<file path="config.mk">
export PLATFORM = sky130hd
export DESIGN_NAME = ndfs_top
export DESIGN_NICKNAME = d
export VERILOG_FILES = /design/src/hw/ndfs_damp_decode.v /design/src/hw/ndfs_top.v
export VERILOG_INCLUDE_DIRS = /design/src /design/src/hw
export SDC_FILE = /design/constraint.sdc
export NUM_CORES = 1
export LEC_CHECK = 0
export ABC_CLOCK_PERIOD_IN_PS = 6100
export BUFFER_PORTS_ARGS = -buffer_cell sky130_fd_sc_hd__buf_2
export CORE_MARGIN = 2
export CORE_UTILIZATION = 45
export DETAILED_ROUTE_END_ITERATION = 8
export GPL_ROUTABILITY_DRIVEN = 0
export HOLD_SLACK_MARGIN = 0.08
export PLACE_DENSITY = 0.72
export SYNTH_ARGS = -nofsm -noshare
export SYNTH_HDL_FRONTEND = slang
export SYNTH_SLANG_ARGS = --single-unit
export TNS_END_PERCENT = 10
</file>
<file path="constraint.sdc">
create_clock -name clock -period 6.1 [get_ports clock]
set_input_delay 1.83 -clock clock [delete_from_list [all_inputs] [get_ports clock]]
set_output_delay 1.83 -clock clock [all_outputs]
set_load 0.01 [all_outputs]
</file>
<file path="src/hw/ndfs_map.vh">
`ifndef NDFS_MAP_VH
`define NDFS_MAP_VH

// ----------------------------------------
// Register offsets
// ----------------------------------------
`define NDFS_OFF_N3_FREQ 8'h00
`define NDFS_OFF_N3_WIDTH 8'h04
`define NDFS_OFF_N3_DEPTH 8'h08
`define NDFS_OFF_N4_FREQ 8'h0C
`define NDFS_OFF_N4_WIDTH 8'h10
`define NDFS_OFF_N4_DEPTH 8'h14
`define NDFS_OFF_DAMP_SEL 8'h18
`define NDFS_OFF_CTRL 8'h1C
`define NDFS_OFF_STATUS 8'h20

// ----------------------------------------
// Ranges and reset values
// ----------------------------------------
`define NDFS_FREQ_MIN 13'h0032
`define NDFS_FREQ_MAX 13'h1388
`define NDFS_FREQ_RST 13'h1388
`define NDFS_WIDTH_MAX 5'h14
`define NDFS_WIDTH_RST 5'h02
`define NDFS_DEPTH_MAX 7'h63
`define NDFS_DEPTH_RST 7'h00
`define NDFS_SEL_MAX 3'h6
`define NDFS_SEL_RST 3'h0

// ----------------------------------------
// Control bits
// ----------------------------------------
`define NDFS_CTRL_TWO_DOF 0
`define NDFS_CTRL_POS_MODE 1
`define NDFS_CTRL_FULL_CLOSED 2

// ----------------------------------------
// Timing
// ----------------------------------------
`define NDFS_WINDOW_NS 125000
`define NDFS_CLK_NS 10
`define NDFS_WINDOW_CYCLES (`NDFS_WINDOW_NS / `NDFS_CLK_NS)

`endif

</file>
<file path="src/hw/ndfs_damp_decode.v">
`timescale 1ns/1ps
`default_nettype none

module ndfs_damp_decode (
    // Selection inputs
    input wire [2:0] sel,
    input wire select_a,
    input wire select_b,
    input wire dir_neg,
    // Mode
    input wire two_dof,
    input wire pos_mode,
    input wire full_closed,
    // Result, one bit per damping filter
    output reg [3:0] enables
);

    always @* begin
        case (sel)
            3'h0: begin
                enables = 4'b0011;
            end
            3'h1: begin
                enables = select_a ? 4'b1010 : 4'b0101;
            end
            3'h2: begin
                enables = 4'b0001 << {select_b, select_a};
            end
            3'h3: begin
                enables = dir_neg ? 4'b1010 : 4'b0101;
            end
            default: begin
                // Values 4..6 depend on mode
                if (full_closed) begin
                    enables = 4'b0011;
                end else if (pos_mode && two_dof) begin
                    if (sel == 3'h4) begin
                        enables = 4'b0011;
                    end else if (sel == 3'h5) begin
                        enables = select_a ? 4'b0010 : 4'b0001;
                    end else begin
                        enables = dir_neg ? 4'b0010 : 4'b0001;
                    end
                end else if (sel == 3'h4) begin
                    enables = 4'b0111;
                end else begin
                    enables = 4'b0011;
                end
            end
        endcase
    end

endmodule // ndfs_damp_decode

`default_nettype wire

</file>
<file path="src/hw/ndfs_top.v">
`timescale 1ns/1ps
`default_nettype none
`include "ndfs_map.vh"

module ndfs_top #(
    parameter WINDOW_CYCLES = `NDFS_WINDOW_CYCLES
) (
    // Clock and reset
    input wire clock,
    input wire rstn,
    // Wishbone slave
    input wire wb_cyc_i,
    input wire wb_stb_i,
    input wire wb_we_i,
    input wire [7:0] wb_adr_i,
    input wire [3:0] wb_sel_i,
    input wire [31:0] wb_dat_i,
    output reg [31:0] wb_dat_o,
    output reg wb_ack_o,
    // Adaptive filter results
    input wire adapt_n3_load,
    input wire adapt_n4_load,
    input wire [12:0] adapt_n3_freq,
    input wire [12:0] adapt_n4_freq,
    input wire adapt_active,
    input wire [4:0] adapt_n3_width,
    input wire [6:0] adapt_n3_depth,
    input wire [4:0] adapt_n4_width,
    input wire [6:0] adapt_n4_depth,
    // Host controller inputs
    input wire damp_select_in_a,
    input wire damp_select_in_b,
    input wire cmd_pulse,
    input wire cmd_dir_neg,
    input wire positioning_complete,
    // Filter settings to the control loop
    output reg [12:0] notch3_center_freq,
    output reg [4:0] notch3_width,
    output reg [6:0] notch3_depth,
    output reg [12:0] notch4_center_freq,
    output reg [4:0] notch4_width,
    output reg [6:0] notch4_depth,
    output reg notch3_enable,
    output reg notch4_enable,
    output reg [3:0] damp_enables
);

    // ----------------------------------------
    // Reset release
    // ----------------------------------------
    reg rst_sync_a;
    reg rst_sync_b;
    wire rst_n = rst_sync_b;

    always @(posedge clock or negedge rstn) begin
        if (!rstn) begin
            rst_sync_a <= 1'b0;
            rst_sync_b <= 1'b0;
        end else begin
            rst_sync_a <= 1'b1;
            rst_sync_b <= rst_sync_a;
        end
    end

    // ----------------------------------------
    // Clamp functions
    // ----------------------------------------
    function [12:0] clamp_freq;
        input [31:0] v;
        begin
            if (v < `NDFS_FREQ_MIN) begin
                clamp_freq = `NDFS_FREQ_MIN;
            end else if (v > `NDFS_FREQ_MAX) begin
                clamp_freq = `NDFS_FREQ_MAX;
            end else begin
                clamp_freq = v[12:0];
            end
        end
    endfunction

    function [4:0] clamp_width;
        input [31:0] v;
        begin
            clamp_width = (v > `NDFS_WIDTH_MAX) ? `NDFS_WIDTH_MAX : v[4:0];
        end
    endfunction

    function [6:0] clamp_depth;
        input [31:0] v;
        begin
            clamp_depth = (v > `NDFS_DEPTH_MAX) ? `NDFS_DEPTH_MAX : v[6:0];
        end
    endfunction

    // ----------------------------------------
    // Bus decode
    // ----------------------------------------
    wire bus_req = wb_cyc_i && wb_stb_i && !wb_ack_o;
    wire bus_wr = bus_req && wb_we_i && (&wb_sel_i);
    wire [31:0] wdat = wb_dat_i;

    // ----------------------------------------
    // Software settings
    // ----------------------------------------
    reg [12:0] sw_n3_freq;
    reg [12:0] sw_n4_freq;
    reg [4:0] sw_n3_width;
    reg [4:0] sw_n4_width;
    reg [6:0] sw_n3_depth;
    reg [6:0] sw_n4_depth;
    reg [2:0] sel_applied;
    reg [2:0] ctrl_applied;
    reg power_up_load;

    always @(posedge clock or negedge rst_n) begin
        if (!rst_n) begin
            sw_n3_freq <= `NDFS_FREQ_RST;
            sw_n4_freq <= `NDFS_FREQ_RST;
            sw_n3_width <= `NDFS_WIDTH_RST;
            sw_n4_width <= `NDFS_WIDTH_RST;
            sw_n3_depth <= `NDFS_DEPTH_RST;
            sw_n4_depth <= `NDFS_DEPTH_RST;
        end else if (bus_wr) begin
            case (wb_adr_i)
                `NDFS_OFF_N3_FREQ: begin
                    sw_n3_freq <= clamp_freq(wdat);
                end
                `NDFS_OFF_N4_FREQ: begin
                    sw_n4_freq <= clamp_freq(wdat);
                end
                `NDFS_OFF_N3_WIDTH: begin
                    sw_n3_width <= clamp_width(wdat);
                end
                `NDFS_OFF_N4_WIDTH: begin
                    sw_n4_width <= clamp_width(wdat);
                end
                `NDFS_OFF_N3_DEPTH: begin
                    sw_n3_depth <= clamp_depth(wdat);
                end
                `NDFS_OFF_N4_DEPTH: begin
                    sw_n4_depth <= clamp_depth(wdat);
                end
                default: begin
                end
            endcase
        end
    end

    // ----------------------------------------
    // Starred settings, kept through reset
    // ----------------------------------------
    // Parameter store: rstn leaves it alone, so
    // a write waits for the next power-up latch
    reg [2:0] sel_pending = `NDFS_SEL_RST;
    reg [2:0] ctrl = 3'h0;
    wire store_wr = rst_n && bus_wr;

    always @(posedge clock) begin
        if (store_wr) begin
            case (wb_adr_i)
                `NDFS_OFF_DAMP_SEL: begin
                    if (wdat <= `NDFS_SEL_MAX) begin
                        sel_pending <= wdat[2:0];
                    end
                end
                `NDFS_OFF_CTRL: begin
                    ctrl <= wdat[2:0];
                end
                default: begin
                end
            endcase
        end
    end

    // ----------------------------------------
    // Power-up latch of starred settings
    // ----------------------------------------
    always @(posedge clock or negedge rst_n) begin
        if (!rst_n) begin
            power_up_load <= 1'b1;
            sel_applied <= `NDFS_SEL_RST;
            ctrl_applied <= 3'h0;
        end else begin
            power_up_load <= 1'b0;
            if (power_up_load) begin
                sel_applied <= sel_pending;
                ctrl_applied <= ctrl;
            end
        end
    end

    // ----------------------------------------
    // Effective notch settings
    // ----------------------------------------
    always @(posedge clock or negedge rst_n) begin
        if (!rst_n) begin
            notch3_center_freq <= `NDFS_FREQ_RST;
            notch4_center_freq <= `NDFS_FREQ_RST;
            notch3_width <= `NDFS_WIDTH_RST;
            notch4_width <= `NDFS_WIDTH_RST;
            notch3_depth <= `NDFS_DEPTH_RST;
            notch4_depth <= `NDFS_DEPTH_RST;
            notch3_enable <= 1'b0;
            notch4_enable <= 1'b0;
        end else begin
            if (adapt_n3_load) begin
                notch3_center_freq <= clamp_freq({19'h0, adapt_n3_freq});
            end else if (bus_wr && wb_adr_i == `NDFS_OFF_N3_FREQ) begin
                notch3_center_freq <= clamp_freq(wdat);
            end
            if (adapt_n4_load) begin
                notch4_center_freq <= clamp_freq({19'h0, adapt_n4_freq});
            end else if (bus_wr && wb_adr_i == `NDFS_OFF_N4_FREQ) begin
                notch4_center_freq <= clamp_freq(wdat);
            end
            if (adapt_active) begin
                notch3_width <= clamp_width({27'h0, adapt_n3_width});
                notch3_depth <= clamp_depth({25'h0, adapt_n3_depth});
                notch4_width <= clamp_width({27'h0, adapt_n4_width});
                notch4_depth <= clamp_depth({25'h0, adapt_n4_depth});
            end else begin
                notch3_width <= sw_n3_width;
                notch3_depth <= sw_n3_depth;
                notch4_width <= sw_n4_width;
                notch4_depth <= sw_n4_depth;
            end
            notch3_enable <= (notch3_center_freq != `NDFS_FREQ_MAX);
            notch4_enable <= (notch4_center_freq != `NDFS_FREQ_MAX);
        end
    end

    // ----------------------------------------
    // Command window, pulses per 0.125 ms
    // ----------------------------------------
    reg [31:0] win_cnt;
    reg win_pulses;
    reg prev_win_zero;
    reg cur_win_zero;
    wire win_end = (win_cnt == WINDOW_CYCLES - 1);

    always @(posedge clock or negedge rst_n) begin
        if (!rst_n) begin
            win_cnt <= 32'h0000_0000;
            win_pulses <= 1'b0;
            prev_win_zero <= 1'b1;
        end else begin
            win_cnt <= win_end ? 32'h0000_0000 : win_cnt + 32'h0000_0001;
            if (win_end) begin
                win_pulses <= 1'b0;
                prev_win_zero <= !(win_pulses || cmd_pulse);
            end else if (cmd_pulse) begin
                win_pulses <= 1'b1;
            end
        end
    end

    always @* begin
        cur_win_zero = !win_pulses;
    end

    // First pulse after a zero window, while positioning complete
    wire switch_event = cmd_pulse && cur_win_zero && prev_win_zero
        && positioning_complete;

    // ----------------------------------------
    // Damping selection
    // ----------------------------------------
    wire [3:0] next_damp_enables;

    ndfs_damp_decode u_decode (
        .sel(sel_applied),
        .select_a(damp_select_in_a),
        .select_b(damp_select_in_b),
        .dir_neg(cmd_dir_neg),
        .two_dof(ctrl_applied[`NDFS_CTRL_TWO_DOF]),
        .pos_mode(ctrl_applied[`NDFS_CTRL_POS_MODE]),
        .full_closed(ctrl_applied[`NDFS_CTRL_FULL_CLOSED]),
        .enables(next_damp_enables)
    );

    reg first_set;

    always @(posedge clock or negedge rst_n) begin
        if (!rst_n) begin
            damp_enables <= 4'b0011;
            first_set <= 1'b1;
        end else if (power_up_load) begin
            // Wait for the power-up latch
            first_set <= 1'b1;
        end else if (first_set || switch_event) begin
            damp_enables <= next_damp_enables;
            first_set <= 1'b0;
        end
    end

    // ----------------------------------------
    // Bus answer
    // ----------------------------------------
    always @(posedge clock or negedge rst_n) begin
        if (!rst_n) begin
            wb_ack_o <= 1'b0;
            wb_dat_o <= 32'h0000_0000;
        end else begin
            wb_ack_o <= bus_req;
            if (bus_req && !wb_we_i) begin
                case (wb_adr_i)
                    `NDFS_OFF_N3_FREQ: wb_dat_o <= {19'h0, notch3_center_freq};
                    `NDFS_OFF_N3_WIDTH: wb_dat_o <= {27'h0, notch3_width};
                    `NDFS_OFF_N3_DEPTH: wb_dat_o <= {25'h0, notch3_depth};
                    `NDFS_OFF_N4_FREQ: wb_dat_o <= {19'h0, notch4_center_freq};
                    `NDFS_OFF_N4_WIDTH: wb_dat_o <= {27'h0, notch4_width};
                    `NDFS_OFF_N4_DEPTH: wb_dat_o <= {25'h0, notch4_depth};
                    `NDFS_OFF_DAMP_SEL: wb_dat_o <= {29'h0, sel_pending};
                    `NDFS_OFF_CTRL: wb_dat_o <= {29'h0, ctrl};
                    `NDFS_OFF_STATUS: begin
                        wb_dat_o <= {22'h0, notch4_enable, notch3_enable,
                            1'b0, sel_applied, damp_enables};
                    end
                    default: wb_dat_o <= 32'h0000_0000;
                endcase
            end
        end
    end

endmodule // ndfs_top

`default_nettype wire
</file>
# After elaboration in Yosys (flattened, before gate mapping)
# Cells that the tools add are included.
[word_totals] register_bits=163 latchBits=0 ramBits=0 romBits=0 inputBits=107 out_inout_bits=89 elab_cells=126 n_memories=0
[op_classes] n_addsub=1 n_mul=0 n_div=0 magnitude_cmp=13 eq_ne=16 shifts=1 muxes=36 n_bitwise=1 reduce_logical=32
[ops] cell="$mux 13" count=10
[ops] cell="$pmux 13 s9" count=1
[ops] cell="$mux 7" count=5
[ops] cell="$add 32x1->32 const B" count=1
[ops] cell="$eq 32x14->1 const B" count=1
[ops] cell="$eq 8x5->1 const B" count=4
[ops] cell="$gt 32x13->1 const B" count=1
[ops] cell="$gt 32x5->1 const B" count=1
[ops] cell="$gt 32x7->1 const B" count=1
[ops] cell="$le 32x3->1 const B" count=1
[ops] cell="$lt 32x6->1 const B" count=1
[ops] cell="$mux 32" count=1
[ops] cell="$gt 13x13->1 const B" count=2
[ops] cell="$lt 13x6->1 const B" count=2
[ops] cell="$ne 13x13->1 const B" count=2
[ops] cell="$mux 5" count=5
[ops] cell="$mux 4" count=6
[ops] cell="$eq 8x4->1 const B" count=2
[ops] cell="$pmux 4 s4" count=1
[ops] cell="$gt 7x7->1 const B" count=2
[ops] cell="$logic_and 1x1->1" count=12
[ops] cell="$reduce_and 2->1" count=6
[ops] cell="$gt 5x5->1 const B" count=2
[ops] cell="$eq 8x3->1 const B" count=1
[ops] cell="16 further kinds" count=29

# Logic depth before layout (Yosys ltp)
[depth] word_depth=7 mapped_depth=8 mapped_depth_nobuf=5

# Hierarchy
# A second synthesis with hierarchy kept.
[hier_totals] cells_unflattened=750 hier_area_um2=7437.1
[modules_own_cells] module="ndfs_top" n_inst=1 cells_per_inst=719 area_per_inst_um2=7229.4
[modules_own_cells] module="ndfs_damp_decode" n_inst=1 cells_per_inst=31 area_per_inst_um2=207.7

# Worst setup path after synthesis
# OpenSTA, ideal clock, no wires.
[synth_timing] path_kind="reg-to-reg" startpoint="register rst_sync_b (netlist: rst_n)" endpoint="register sel_pending[0] (enable)" arrival_ns=4.014 slack_ns=1.736 stages_incl_launch_ff=3 path_cell_list="dfrtp_1 > nand3_1 > nor3_1"
[synth_between] elab_chain_len=2
[synth_lines] element="start: declaration" line="ndfs_top.v:52" source="reg rst_sync_b;"
[synth_lines] element="start signal: assignment" line="ndfs_top.v:61" source="rst_sync_b <= rst_sync_a;"
[synth_lines] element="$logic_and 1x1->1" line="ndfs_top.v:156" source="wire store_wr = rst_n && bus_wr;"
[synth_lines] element="$reduce_and 3->1 (no source line)"
[synth_lines] element="end signal: assignment" line="ndfs_top.v:163" source="sel_pending <= wdat[2:0];"
[synth_lines] element="end: declaration" line="ndfs_top.v:154" source="reg [2:0] sel_pending = `NDFS_SEL_RST;"
# No other way between the ends.
# A chain may end at the register's enable or synchronous reset.

# Worst setup path after layout
[layout_timing] startpoint="input wb_dat_i[6]" endpoint="register notch3_center_freq[1]"
[layout_between] elab_chain_len=5 word_cells_on_any_way=6 cone_classes="order compare (2); mux (4)"
[layout_lines] element="start: declaration" line="ndfs_top.v:17" source="input wire [31:0] wb_dat_i,"
[layout_lines] element="$gt 32x13->1 (no source line)"
[layout_lines] element="$mux 13"
[layout_lines] element="$mux 13 *" line="ndfs_top.v:71" source="if (v < `NDFS_FREQ_MIN) begin"
[layout_lines] element="$mux 13 *" line="ndfs_top.v:208" source="end else if (bus_wr && wb_adr_i == `NDFS_OFF_N3_FREQ) begin"
[layout_lines] element="$mux 13 *" line="ndfs_top.v:206" source="if (adapt_n3_load) begin"
[layout_lines] element="end signal: assignment" line="ndfs_top.v:197" source="notch3_center_freq <= `NDFS_FREQ_RST;"
[layout_lines] element="end signal: assignment" line="ndfs_top.v:207" source="notch3_center_freq <= clamp_freq({19'h0, adapt_n3_freq});"
[layout_lines] element="end signal: assignment" line="ndfs_top.v:209" source="notch3_center_freq <= clamp_freq(wdat);"
[layout_lines] element="end: declaration" line="ndfs_top.v:37" source="output reg [12:0] notch3_center_freq,"
# Every way passes the cells marked *; elsewhere a longest branch is shown, timed or not. The select of a mux whose other input is x is not followed.

==> flow_metrics.tcl <==
set metrics [dict create \
    die_h_um 131.0 \
    p_leak_nw 4.012 \
    fillCellCount 1383 \
    synth_warnings 0 \
    timing.hold.ws_ps 358.0 \
    clk_pin_slew_ps 60 \
    place_ws_ps 2076 \
    fin_nets 994 \
    wire_per_inst_um 18.74 \
    p_total_mw 2.258 \
    grt_max_degree 72 \
    final_cell_mix "buf_2 (176), dfrtp_1 (118), nand2_1 (79)" \
    required_ps 6440 \
    cts_sinks 144 \
    worstPathMaxFanout 11 \
    rsz0062_at_grt "false" \
    hold_viol_final 0 \
    vias_per_cell 5.754 \
    clock_path_buffers 2 \
    max_cap_viol_count 0 \
    post-route-min-period_ps 3630 \
    ctsHoldBuffers 0 \
    final_util_pct 55.44 \
    startpoint_type "input port" \
    ys.flop_type "dfrtp_1" \
    routed_wl_um 20910 \
    num_io_pins 196 \
    mostFrequentLayoutCell "buf_2" \
    cp-end-kind "register" \
    setup_viol 0 \
    cp.arrival_ps 3970 \
    postCtsSetupBuffers 0 \
    core_mm2 0.01583 \
    clk_latency_ps 420 \
    dp_hpwl_um 15760 \
    avgSynthCellArea_um2 10.13 \
    path_class "input port to register" \
    final_cells 1116 \
    period_share_pct 59.51 \
    cts_made_buffers 17 \
    cts_resized 0 \
    syn_to_final_growth_pct 20.81 \
    rows 46 \
    drv_slew 0 \
    cts_tree "done" \
    synth_cells 717 \
    routed-via-count 6422 \
    fin_worst_skew_ps 7.681 \
    netlist_area_mm2 0.007263 \
    drc 0 \
    start_util_pct 45.89 \
    fin_tns_setup_ps 0 \
    status "finished, final reports clean" \
    power_density_mw_per_mm2 257.3 \
    htree_levels 4 \
    worst_slack_ps 2470 \
    max_freq_mhz 275.5 \
    grt_pass1_wl_um 32350 \
    yosysUniqueCellTypes 73 \
    max-slew-margin-rel_pct 24.17 \
    ir_drop_mv 0.2136 \
    antenna_found_initial 1 \
    final_area_mm2 0.008775 \
    ys_seq_area_share_pct 50.35 \
    netlist.area_leader.share_pct 41.00 \
    drt-initial-drc-count 603 \
    dp_cells 1083 \
    ys_ff_latch 144 \
    tightest_slew_ps 1135 \
    async_flop_share_pct 95.83 \
    die_w_um 131.0 \
    postPlaceCellArea_mm2 0.008218 \
    grt_overflow_total 0 \
    ant_nets 0 \
    hold_class "register to register" \
    yosys-top-cells-area "dfrtp_1 (41%), dfstp_2 (6.9%), nand2_1 (4.1%)" \
    portBuffers 176 \
    cts_root_buffer "clkbuf_16" \
    synth_edf_count 6 \
    die_area_mm2 0.01717 \
    yosys.area.top_type "dfrtp_1" \
    track_usage_pct 25.10 \
    drt_pass1_iterations 7 \
    grt_pass1_vias 5904 \
    drive_gt1_share_pct 29.70 \
]
==> Yosys cell counts, drive strengths merged (14+ instances only) <==
cell type  count
nand2         80
clkbuf        14
a21oi         15
xnor2         26
inv           24
mux2          16
a22oi         18
nor3          20
nor4          19
buf           33
nand3         46
dfstp         19
nor2          41
nand4         17
o21ai         59
dfrtp        119
==> flip-flops by register name, indices dropped and copies added (netlist names), 3 cells and up <==
name,count
win_cnt,32
notch3_center_freq,13
notch4_center_freq,13
wb_dat_o,13
notch3_depth,7
notch4_depth,7
sw_n3_depth,7
sw_n4_depth,7
notch3_width,5
notch4_width,5
sw_n3_width,5
sw_n4_width,5
damp_enables,4
ctrl,3
ctrl_applied,3
sel_applied,3
sel_pending,3
==> cells by family (layout without fill, tap and decap cells) <==
kind of cell               after synthesis  after routing  synth area share (%)
xor gates and xnor gates                30             30                 3.618
DFF                                    144            144                 50.35
adders and majority gates                1              1                0.1722
and+or+nand+nor                        277            277                 20.90
other                                    2             22                0.1034
buffers and inverters                   71            234                 5.185
AOI/OAI and AO/OA                      169            169                 15.54
muxes                                   23             23                 4.134
==> power by group <==
group          leakage, nW  internal [mW]  total, mW  switching (mW)
combinational         1.96         0.0938      0.223           0.129
sequential            1.79           1.00       1.06          0.0567
clock                0.257          0.568      0.975           0.408
total                 4.01           1.66       2.26           0.594
==> final timing paths <==
path | startpoint | endpoint | slack [ps] | cells past startpoint
setup reg to reg | win_cnt[0]$_DFF_PN0_ | prev_win_zero$_DFFE_PN1N_ | 3880 | 5
max in group asynchronous | rst_n$_DFF_PN0_ | sw_n4_depth[0]$_DFFE_PN0P_ | 4230 | 1
hold reg to reg | rst_sync_a$_DFF_PN0_ | rst_n$_DFF_PN0_ | 360 | 0
hold / removal | rst_sync_a$_DFF_PN0_ | rst_n$_DFF_PN0_ | 360 | 0
setup / recovery | wb_dat_i[6] | notch3_center_freq[1]$_DFFE_PN0P_ | 2470 | 6
min in group asynchronous | rst_n$_DFF_PN0_ | win_cnt[28]$_DFF_PN0_ | 440 | 0
==> worst max-delay path, stage by stage <==
cell     delay [ps]
buf_2           150
nor3_1          430
a21oi_1         150
nor3b_1         930
nand2_1         250
a31oi_1         220
==> final cells by class <==
type                            count  area [µm²]  share of cell area [%]
Clock inverter                     14       115.1                   1.312
Antenna cell                        1       2.502                 0.02852
Multi-Input combinational cell    521        3301                   37.62
Inverter                           24       90.09                   1.027
Tap cell                          216       270.3                   3.080
Timing Repair Buffer              178       895.9                   10.21
Clock buffer                       18       439.2                   5.005
Sequential cell                   144        3661                   41.72
==> metal layers <==
metal	GRT usage, %	up-vias	wire (µm)
met5	0	-	0
met4	9.262	0	561
met3	5.660	47	1829
met2	38.31	345	9521
met1	35.23	3084	8997
li1	-	2946	-
No activity file was read; power rests on OpenSTA's default activity.
